[config.mk]
export PLATFORM = sky130hd
export DESIGN_NAME = brc_router
export DESIGN_NICKNAME = d
export VERILOG_FILES = /design/src/brc_pkg.sv /design/src/brc_ax_if.sv /design/src/brc_router.sv /design/src/brc_default_target.sv
export SDC_FILE = /design/constraint.sdc
export NUM_CORES = 1
export LEC_CHECK = 0
export ABC_AREA = 1
export BUFFER_PORTS_ARGS = -buffer_cell sky130_fd_sc_hd__clkbuf_2
export CAP_MARGIN = 10
export CORE_AREA = 2 2 174 176
export CTS_CLUSTER_SIZE = 28
export DETAILED_ROUTE_END_ITERATION = 8
export DIE_AREA = 0 0 176 178
export PLACE_DENSITY = 0.48
export SLEW_MARGIN = 20
export SYNTH_ARGS = -nofsm -noshare
export SYNTH_HDL_FRONTEND = slang
export SYNTH_HIERARCHICAL = 1
export SYNTH_SLANG_ARGS = --single-unit
[constraint.sdc]
create_clock -name clk_sys_in -period 2.13 [get_ports clk_sys_in]
set_input_delay 0.3195 -clock clk_sys_in [delete_from_list [all_inputs] [get_ports clk_sys_in]]
set_output_delay 0.3195 -clock clk_sys_in [all_outputs]
set_load 0.005 [all_outputs]
[src/brc_pkg.sv]
// Package for the response and cache-attribute router block.
// Assumes a single bus clock domain and AXI4 style address and response channels.
package brc_pkg;
  localparam logic [1:0] BRC_RESP_OKAY = 2'h0;
  localparam logic [1:0] BRC_RESP_EXOKAY = 2'h1;
  localparam logic [1:0] BRC_RESP_SLVERR = 2'h2;
  localparam logic [1:0] BRC_RESP_DECERR = 2'h3;
  localparam int BRC_CACHE_BUF_BIT = 0;
  localparam int BRC_CACHE_MOD_BIT = 1;
  localparam int BRC_CACHE_RA_BIT = 2;
  localparam int BRC_CACHE_WA_BIT = 3;
  localparam int BRC_MAX_NM_LEN = 16;
  localparam logic [7:0] BRC_LEN_RESET = 8'h00;
  typedef enum logic [2:0] {
    BRC_IDLE = 3'b001,
    BRC_DATA = 3'b010,
    BRC_RESP = 3'b100
  } brc_state_t;
endpackage

[src/brc_ax_if.sv]
// Interface carrying one address channel request between the router and its default target.
// Assumes the request stands until accepted by the default target.
`timescale 1ns/1ps
`default_nettype none
interface brc_ax_if;
  logic valid;
  logic ready;
  logic is_write;
  logic [7:0] len;
  modport src (output valid, output is_write, output len, input ready);
  modport dst (input valid, input is_write, input len, output ready);
endinterface
`default_nettype wire

[src/brc_router.sv]
// Top of the response and cache-attribute router, a single-target forwarding stage.
// Assumes masters keep the allocate hints legal and the downstream slave follows the bus protocol.
// Notes on behaviour
// - Responses: zero okay, one exclusive okay, two slave error, three decode error.
// - A write burst gets exactly one response, not one per beat.
// - Okay answers normal success, failed exclusive, and unsupported exclusive.
// - Exclusive okay only when the exclusive access really succeeded.
// - Slave error only for real faults like overrun, bad size, timeout.
// - An address that maps nowhere is answered with decode error.
// - Undecodable accesses go to an internal default target giving decode error.
// - A decode error answer still carries out every data beat first.
// - A memory slave handles every transaction type correctly.
// - A peripheral slave still completes odd accesses within protocol.
// - Bufferable bit lets components delay arrival by any number of cycles.
// - Bit one clear forbids allocation; set allows merge, prefetch, reuse.
// - Bit one high marks modifiable, low marks non-modifiable.
// - Non-modifiable transactions are never split or merged unless allowed.
// - Non-modifiable: address, region, size, length, type, lock, protection pass unchanged.
// - Non-modifiable: only clearing bufferable allowed; ID and QoS may change.
// - Non-modifiable bursts over sixteen beats may be split with adjusted address.
// - Non-modifiable exclusive may change size and length keeping byte total.
// - A narrowing converter must modify and may flag that it did.
`timescale 1ns/1ps
`default_nettype none
module brc_router
  import brc_pkg::*;
#(
  parameter int ADDR_W = 32,
  parameter int ID_W = 4,
  parameter int DATA_W = 32,
  parameter logic [31:0] MAP_BASE = 32'h0000_0000,
  parameter logic [31:0] MAP_SIZE = 32'h0001_0000
) (
  // Clock and reset.
  input wire logic clk_sys_in,
  input wire logic rst_b_in,
  // Configuration.
  input wire logic clear_buf_in,
  // Upstream write address.
  input wire logic s_awvalid_in,
  output logic s_awready_out,
  input wire logic [ADDR_W-1:0] s_awaddr_in,
  input wire logic [ID_W-1:0] s_awid_in,
  input wire logic [7:0] s_awlen_in,
  input wire logic [2:0] s_awsize_in,
  input wire logic [1:0] s_awburst_in,
  input wire logic s_awlock_in,
  input wire logic [2:0] s_awprot_in,
  input wire logic [3:0] s_awcache_in,
  input wire logic [3:0] s_awqos_in,
  input wire logic [3:0] s_awregion_in,
  // Upstream write data.
  input wire logic s_wvalid_in,
  output logic s_wready_out,
  input wire logic [DATA_W-1:0] s_wdata_in,
  input wire logic [DATA_W/8-1:0] s_wstrb_in,
  input wire logic s_wlast_in,
  // Upstream write response.
  output logic s_bvalid_out,
  input wire logic s_bready_in,
  output logic [ID_W-1:0] s_bid_out,
  output logic [1:0] s_bresp_out,
  // Upstream read address.
  input wire logic s_arvalid_in,
  output logic s_arready_out,
  input wire logic [ADDR_W-1:0] s_araddr_in,
  input wire logic [ID_W-1:0] s_arid_in,
  input wire logic [7:0] s_arlen_in,
  input wire logic [2:0] s_arsize_in,
  input wire logic [1:0] s_arburst_in,
  input wire logic s_arlock_in,
  input wire logic [2:0] s_arprot_in,
  input wire logic [3:0] s_arcache_in,
  input wire logic [3:0] s_arqos_in,
  input wire logic [3:0] s_arregion_in,
  // Upstream read data.
  output logic s_rvalid_out,
  input wire logic s_rready_in,
  output logic [ID_W-1:0] s_rid_out,
  output logic [DATA_W-1:0] s_rdata_out,
  output logic [1:0] s_rresp_out,
  output logic s_rlast_out,
  // Downstream write address.
  output logic m_awvalid_out,
  input wire logic m_awready_in,
  output logic [ADDR_W-1:0] m_awaddr_out,
  output logic [ID_W-1:0] m_awid_out,
  output logic [7:0] m_awlen_out,
  output logic [2:0] m_awsize_out,
  output logic [1:0] m_awburst_out,
  output logic m_awlock_out,
  output logic [2:0] m_awprot_out,
  output logic [3:0] m_awcache_out,
  output logic [3:0] m_awqos_out,
  output logic [3:0] m_awregion_out,
  // Downstream write data.
  output logic m_wvalid_out,
  input wire logic m_wready_in,
  output logic [DATA_W-1:0] m_wdata_out,
  output logic [DATA_W/8-1:0] m_wstrb_out,
  output logic m_wlast_out,
  // Downstream write response.
  input wire logic m_bvalid_in,
  output logic m_bready_out,
  input wire logic [ID_W-1:0] m_bid_in,
  input wire logic [1:0] m_bresp_in,
  // Downstream read address.
  output logic m_arvalid_out,
  input wire logic m_arready_in,
  output logic [ADDR_W-1:0] m_araddr_out,
  output logic [ID_W-1:0] m_arid_out,
  output logic [7:0] m_arlen_out,
  output logic [2:0] m_arsize_out,
  output logic [1:0] m_arburst_out,
  output logic m_arlock_out,
  output logic [2:0] m_arprot_out,
  output logic [3:0] m_arcache_out,
  output logic [3:0] m_arqos_out,
  output logic [3:0] m_arregion_out,
  // Downstream read data.
  input wire logic m_rvalid_in,
  output logic m_rready_out,
  input wire logic [ID_W-1:0] m_rid_in,
  input wire logic [DATA_W-1:0] m_rdata_in,
  input wire logic [1:0] m_rresp_in,
  input wire logic m_rlast_in,
  // Status.
  output logic decerr_seen_out,
  output logic hint_fault_out
);
  initial begin
    if (ADDR_W < 12 || ADDR_W > 32 || ID_W < 1 || DATA_W < 8) begin
      $error("brc_router: unsupported parameter values");
    end
  end

  // One transaction per direction is in flight; the owner is chosen when the address is taken.
  logic wr_busy_q;
  logic wr_dflt_q;
  logic [ID_W-1:0] wr_id_q;
  logic rd_busy_q;
  logic rd_dflt_q;
  logic [ID_W-1:0] rd_id_q;
  logic decerr_q;
  logic hint_q;

  logic aw_hit;
  logic ar_hit;
  logic aw_take;
  logic ar_take;
  logic wr_done;
  logic rd_done;
  logic dt_bvalid;
  logic [1:0] dt_bresp;
  logic dt_rvalid;
  logic dt_rlast;
  logic [1:0] dt_rresp;
  logic dt_wready;
  logic wr_pend;
  logic rd_pend;

  brc_ax_if dreq ();

  brc_default_target u_dflt (
    .clk_sys_in(clk_sys_in),
    .rst_b_in(rst_b_in),
    .req(dreq),
    .wvalid_in(s_wvalid_in && wr_busy_q && wr_dflt_q),
    .wlast_in(s_wlast_in),
    .wready_out(dt_wready),
    .bvalid_out(dt_bvalid),
    .bresp_out(dt_bresp),
    .bready_in(s_bready_in && wr_dflt_q),
    .rvalid_out(dt_rvalid),
    .rlast_out(dt_rlast),
    .rresp_out(dt_rresp),
    .rready_in(s_rready_in && rd_busy_q && rd_dflt_q)
  );

  assign aw_hit = (32'(s_awaddr_in) - MAP_BASE) < MAP_SIZE;
  assign ar_hit = (32'(s_araddr_in) - MAP_BASE) < MAP_SIZE;

  // Decode misses go to the default target; the target serves one direction at a time.
  assign wr_pend = s_awvalid_in && !wr_busy_q;
  assign rd_pend = s_arvalid_in && !rd_busy_q;
  assign dreq.valid = (wr_pend && !aw_hit) || (rd_pend && !ar_hit && !(wr_pend && !aw_hit));
  assign dreq.is_write = wr_pend && !aw_hit;
  assign dreq.len = dreq.is_write ? s_awlen_in : s_arlen_in;

  assign aw_take = wr_pend && (aw_hit ? m_awready_in : dreq.ready);
  assign ar_take = rd_pend && !(wr_pend && !aw_hit && !ar_hit) &&
                   (ar_hit ? m_arready_in : dreq.ready);
  assign s_awready_out = aw_take;
  assign s_arready_out = ar_take;

  // Non-modifiable fields pass straight through; only the bufferable bit may be cleared.
  assign m_awvalid_out = wr_pend && aw_hit;
  assign m_awaddr_out = s_awaddr_in;
  assign m_awregion_out = s_awregion_in;
  assign m_awlen_out = s_awlen_in;
  assign m_awsize_out = s_awsize_in;
  assign m_awburst_out = s_awburst_in;
  assign m_awlock_out = s_awlock_in;
  assign m_awprot_out = s_awprot_in;
  assign m_awid_out = s_awid_in;
  assign m_awqos_out = s_awqos_in;
  assign m_awcache_out = s_awcache_in &
      ~({3'h0, clear_buf_in} << BRC_CACHE_BUF_BIT);
  assign m_arvalid_out = rd_pend && ar_hit;
  assign m_araddr_out = s_araddr_in;
  assign m_arregion_out = s_arregion_in;
  assign m_arlen_out = s_arlen_in;
  assign m_arsize_out = s_arsize_in;
  assign m_arburst_out = s_arburst_in;
  assign m_arlock_out = s_arlock_in;
  assign m_arprot_out = s_arprot_in;
  assign m_arid_out = s_arid_in;
  assign m_arqos_out = s_arqos_in;
  assign m_arcache_out = s_arcache_in &
      ~({3'h0, clear_buf_in} << BRC_CACHE_BUF_BIT);

  // Write data follows the owner of the open write.
  assign m_wvalid_out = s_wvalid_in && wr_busy_q && !wr_dflt_q;
  assign m_wdata_out = s_wdata_in;
  assign m_wstrb_out = s_wstrb_in;
  assign m_wlast_out = s_wlast_in;
  assign s_wready_out = wr_busy_q && (wr_dflt_q ? dt_wready : m_wready_in);

  // Downstream codes return untouched; the default target adds decode error.
  assign s_bvalid_out = wr_busy_q && (wr_dflt_q ? dt_bvalid : m_bvalid_in);
  assign s_bresp_out = wr_dflt_q ? dt_bresp : m_bresp_in;
  assign s_bid_out = wr_dflt_q ? wr_id_q : m_bid_in;
  assign m_bready_out = wr_busy_q && !wr_dflt_q && s_bready_in;
  assign s_rvalid_out = rd_busy_q && (rd_dflt_q ? dt_rvalid : m_rvalid_in);
  assign s_rresp_out = rd_dflt_q ? dt_rresp : m_rresp_in;
  assign s_rlast_out = rd_dflt_q ? dt_rlast : m_rlast_in;
  assign s_rid_out = rd_dflt_q ? rd_id_q : m_rid_in;
  assign s_rdata_out = rd_dflt_q ? '0 : m_rdata_in;
  assign m_rready_out = rd_busy_q && !rd_dflt_q && s_rready_in;

  assign wr_done = s_bvalid_out && s_bready_in;
  assign rd_done = s_rvalid_out && s_rready_in && s_rlast_out;

  always_ff @(posedge clk_sys_in or negedge rst_b_in) begin
    if (!rst_b_in) begin
      wr_busy_q <= 1'b0;
      wr_dflt_q <= 1'b0;
      wr_id_q <= '0;
    end else if (aw_take) begin
      wr_busy_q <= 1'b1;
      wr_dflt_q <= !aw_hit;
      wr_id_q <= s_awid_in;
    end else if (wr_done) begin
      wr_busy_q <= 1'b0;
    end
  end

  always_ff @(posedge clk_sys_in or negedge rst_b_in) begin
    if (!rst_b_in) begin
      rd_busy_q <= 1'b0;
      rd_dflt_q <= 1'b0;
      rd_id_q <= '0;
    end else if (ar_take) begin
      rd_busy_q <= 1'b1;
      rd_dflt_q <= !ar_hit;
      rd_id_q <= s_arid_in;
    end else if (rd_done) begin
      rd_busy_q <= 1'b0;
    end
  end

  // Sticky status: a decode miss was accepted, or a master broke the hint legality.
  always_ff @(posedge clk_sys_in or negedge rst_b_in) begin
    if (!rst_b_in) begin
      decerr_q <= 1'b0;
      hint_q <= 1'b0;
    end else begin
      if ((aw_take && !aw_hit) || (ar_take && !ar_hit)) begin
        decerr_q <= 1'b1;
      end
      if ((aw_take && !s_awcache_in[BRC_CACHE_MOD_BIT] &&
           (s_awcache_in[BRC_CACHE_RA_BIT] || s_awcache_in[BRC_CACHE_WA_BIT])) ||
          (ar_take && !s_arcache_in[BRC_CACHE_MOD_BIT] &&
           (s_arcache_in[BRC_CACHE_RA_BIT] || s_arcache_in[BRC_CACHE_WA_BIT]))) begin
        hint_q <= 1'b1;
      end
    end
  end
  assign decerr_seen_out = decerr_q;
  assign hint_fault_out = hint_q;
endmodule
`default_nettype wire

[src/brc_default_target.sv]
// Default target that answers undecodable accesses with decode error.
// Assumes write data beats arrive on the write data port, reads drain one beat a cycle.
`timescale 1ns/1ps
`default_nettype none
module brc_default_target
  import brc_pkg::*;
(
  // Clock and reset.
  input wire logic clk_sys_in,
  input wire logic rst_b_in,
  // Request from the router.
  brc_ax_if.dst req,
  // Write data and response.
  input wire logic wvalid_in,
  input wire logic wlast_in,
  output logic wready_out,
  output logic bvalid_out,
  output logic [1:0] bresp_out,
  input wire logic bready_in,
  // Read data.
  output logic rvalid_out,
  output logic rlast_out,
  output logic [1:0] rresp_out,
  input wire logic rready_in
);
  brc_state_t state_q;
  logic wr_q;
  logic [7:0] left_q;

  assign req.ready = (state_q == BRC_IDLE);
  assign wready_out = (state_q == BRC_DATA) && wr_q;
  assign rvalid_out = (state_q == BRC_DATA) && !wr_q;
  assign rlast_out = rvalid_out && (left_q == 8'h00);
  assign bvalid_out = (state_q == BRC_RESP);
  assign bresp_out = BRC_RESP_DECERR;
  assign rresp_out = BRC_RESP_DECERR;

  // Every beat is carried out before one single response closes a write.
  always_ff @(posedge clk_sys_in or negedge rst_b_in) begin
    if (!rst_b_in) begin
      state_q <= BRC_IDLE;
      wr_q <= 1'b0;
      left_q <= BRC_LEN_RESET;
    end else begin
      case (state_q)
        BRC_IDLE: begin
          if (req.valid) begin
            state_q <= BRC_DATA;
            wr_q <= req.is_write;
            left_q <= req.len;
          end
        end
        BRC_DATA: begin
          if (wr_q && wvalid_in && wlast_in) begin
            state_q <= BRC_RESP;
          end else if (!wr_q && rready_in) begin
            if (left_q == 8'h00) begin
              state_q <= BRC_IDLE;
            end else begin
              left_q <= left_q - 8'h01;
            end
          end
        end
        BRC_RESP: begin
          if (bready_in) begin
            state_q <= BRC_IDLE;
          end
        end
        default: state_q <= BRC_IDLE;
      endcase
    end
  end
endmodule
`default_nettype wire

==> flow_summary.json <==
{
  "reg2reg_from": "rd_busy_q$_DFFE_PN0P_",
  "area.sequential_um2": 653,
  "clkSinkCount": 26,
  "nFillCells": 3476,
  "synth_edf_count": 0,
  "p_per_area_nw_per_um2": 748,
  "synth_top_area_share_pct": 35.1,
  "cts_max_path_buffers": 2,
  "rows": 63,
  "ir_drop_v": 0.000257,
  "drt_iter0_drc": 141,
  "max_cap_viol_count": 0,
  "io_pins": 449,
  "antenna_found_initial": 1,
  "gp_congestion": 0.805,
  "fin_ws_ps": 85.3,
  "fin_crit_ps": 2040,
  "yosys-top-cells-area": "buf_4 35%, dfrtp_1 17%, nand2_1 13%",
  "fin_crit_sh_pct": 96.0,
  "holdBufCountCts": 0,
  "skew_ps": 5.47,
  "coreArea_um2": 29400,
  "tightestPinTransition_ps": 739,
  "hold_path.class": "input pin to async pin",
  "start_util_pct": 12.3,
  "dpl.cell_count": 1025,
  "holdWs_ps": 87.0,
  "drc": 0,
  "cp.required_ps": 1810,
  "p_leak_nw": 2.45,
  "clk_pin_slew_ps": 70,
  "yosysMostFrequentCell": "buf_4",
  "yosysTopAreaCell": "buf_4",
  "die_y_um": 178,
  "reg2reg_to": "u_dflt/left_q[1]$_DFFE_PN0P_",
  "cp_max_fo": 7,
  "area_growth_pct": 15.5,
  "grt-ovfl-total": 0,
  "status": "complete, no violations",
  "synth_area_per_cell_um2": 6.44,
  "startpoint_type": "flop",
  "regToRegSetupSlack_ps": 270,
  "wl_per_cell_um": 14.9,
  "setup_viol": 0,
  "slew_headroom_pct": 50.7,
  "cts_buffers": 3,
  "worstSetupEndpointType": "output port",
  "ant_nets": 0,
  "crit_type": "flop to output port",
  "cts_tree": "yes",
  "chipWidth_um": 176,
  "yosys-top-cells-count": "169 x buf_4, 123 x nand2_1, 78 x nor2_1",
  "port_buffers": 244,
  "syn-cell-area_um2": 3620,
  "synth_cell_type_count": 31,
  "grt_pass1_vias": 3318,
  "ff2ff_path_depth": 8,
  "dp_slack_ps": 211,
  "setup_tns_ps": 0,
  "vias": 3381,
  "hpwl_mm": 14.0,
  "hold_violations": 0,
  "synth_seq_cells": 26,
  "clk_latency_ps": 270,
  "synth_ff_type": "dfrtp_1",
  "layoutNonFillerInstCount": 1034,
  "die_area_um2": 31300,
  "drv_slew": 0,
  "finalNetCount": 871,
  "async_flop_share_pct": 100,
  "grt_pass1_wl_mm": 21.1,
  "htree_num_levels": 1,
  "grt_use_total_pct": 9.36,
  "wl_mm": 15.4,
  "max_freq_mhz": 489,
  "layout-drive-gt1-share_pct": 48.4,
  "yosys_warnings": 6,
  "multi_input_area_um2": 1400,
  "drtPass1Iterations": 4,
  "routed_via_density": 3.27,
  "synth_seq_area_share_pct": 18.0,
  "worstPathArrival_ps": 1730,
  "grt_max_degree": 42,
  "root_buffer": "clkbuf_16",
  "postSynthCellCount": 562
}
worst max-delay path: stages (launching register included):
cell,delay [ps]
dfstp_2,540
inv_1,70
nor2_1,110
nand2_2,90
inv_4,80
inv_1,50
nor2_2,140
nand3_4,110
nand2_4,120
clkbuf_2,140
sequential cells by signal (all words and copies together), names as in the netlist, 3 cells and up:
register and count:
u_dflt/state_q 3, rd_id_q 4, u_dflt/left_q 8, wr_id_q 4
cells in the final DEF (no fill, tap or decap), types with 3 or more instances in the layout:
cell type | netlist | layout
nor2_4 | 4 | 4
nand2_1 | 123 | 123
clkbuf_16 | 0 | 3
nand2_4 | 3 | 3
nand3_2 | 4 | 4
conb_1 | 1 | 4
clkbuf_2 | 0 | 244
buf_4 | 169 | 9
nand2_2 | 15 | 15
nand3_1 | 16 | 16
nand4_1 | 3 | 3
o21ai_0 | 14 | 14
dfrtp_1 | 25 | 24
nor2_2 | 5 | 7
inv_2 | 5 | 5
nor3_1 | 4 | 4
inv_1 | 59 | 58
nor2_1 | 78 | 76
o21ai_2 | 11 | 11
per-stage QoR:
| step | area (um2) | utilization (%) | power (mW) |
|---|---|---|---|
| floorplan | 3630 | - | 2.24 |
| global placement | 4040 | 13.7 | 2.57 |
| detailed placement | 4040 | 13.7 | 2.58 |
| CTS | 4140 | 14.1 | 3.18 |
| global route | 4180 | 14.2 | 3.44 |
| finish | 4180 | 14.2 | 3.13 |
logic make-up after synthesis:
| logic type | after synthesis | synth area share [%] |
|---|---|---|
| buffers and inverters | 244 | 43.9 |
| AOI/OAI and AO/OA | 28 | 5.05 |
| other | 1 | 0.104 |
| adders and majority gates | 2 | 0.691 |
| and+or+nand+nor | 261 | 32.3 |
| DFF | 26 | 18.0 |
layer usage:
metal  part of all wire (%)  vias up  GRT usage [%]
met3                     10       55           3.18
met5                      0        -              0
met4                    4.9        0           5.27
met1                     34     1450           9.10
li1                       -     1690              -
met2                     51      186           17.3
power by group:
group / internal, mW / switching (mW)
registers: 0.676 / 0.148
logic: 0.657 / 1.07
clock network: 0.375 / 0.201
how the worst max path moves through the flow:
stage / to / slack, ps / from / depth (start not counted)
after global routing: s_arready_out / -20 / u_dflt/state_q[0]$_DFFE_PN1P_ / 9
after CTS: s_arready_out / 6 / u_dflt/state_q[0]$_DFFE_PN1P_ / 9
final: s_arready_out / 90 / u_dflt/state_q[0]$_DFFE_PN1P_ / 9
after global placement: u_dflt/left_q[7]$_DFFE_PN0P_ / 250 / s_awaddr_in[20] / 12
after floorplan: s_arready_out / 540 / u_dflt/state_q[0]$_DFFE_PN1P_ / 8
after detailed placement: u_dflt/left_q[7]$_DFFE_PN0P_ / 210 / s_awaddr_in[20] / 12
cell type report:
type,instances,area share (%)
repair buffers,253,30.8
diodes,1,0.0599
inverters,65,5.90
well taps,390,11.7
flip-flops and latches,26,15.6
multi-input cells,295,33.4
clock buffers,3,1.80
clock inverters,1,0.718
timing repair:
action | in CTS | in global routing
setup buffers | 0 | 4
setup endpoints to repair | 1 | 2
gates resized for setup | 1 | 3
gates cloned | 0 | 0
pin swaps | 0 | 1
No activity file was read; power rests on OpenSTA's default activity.
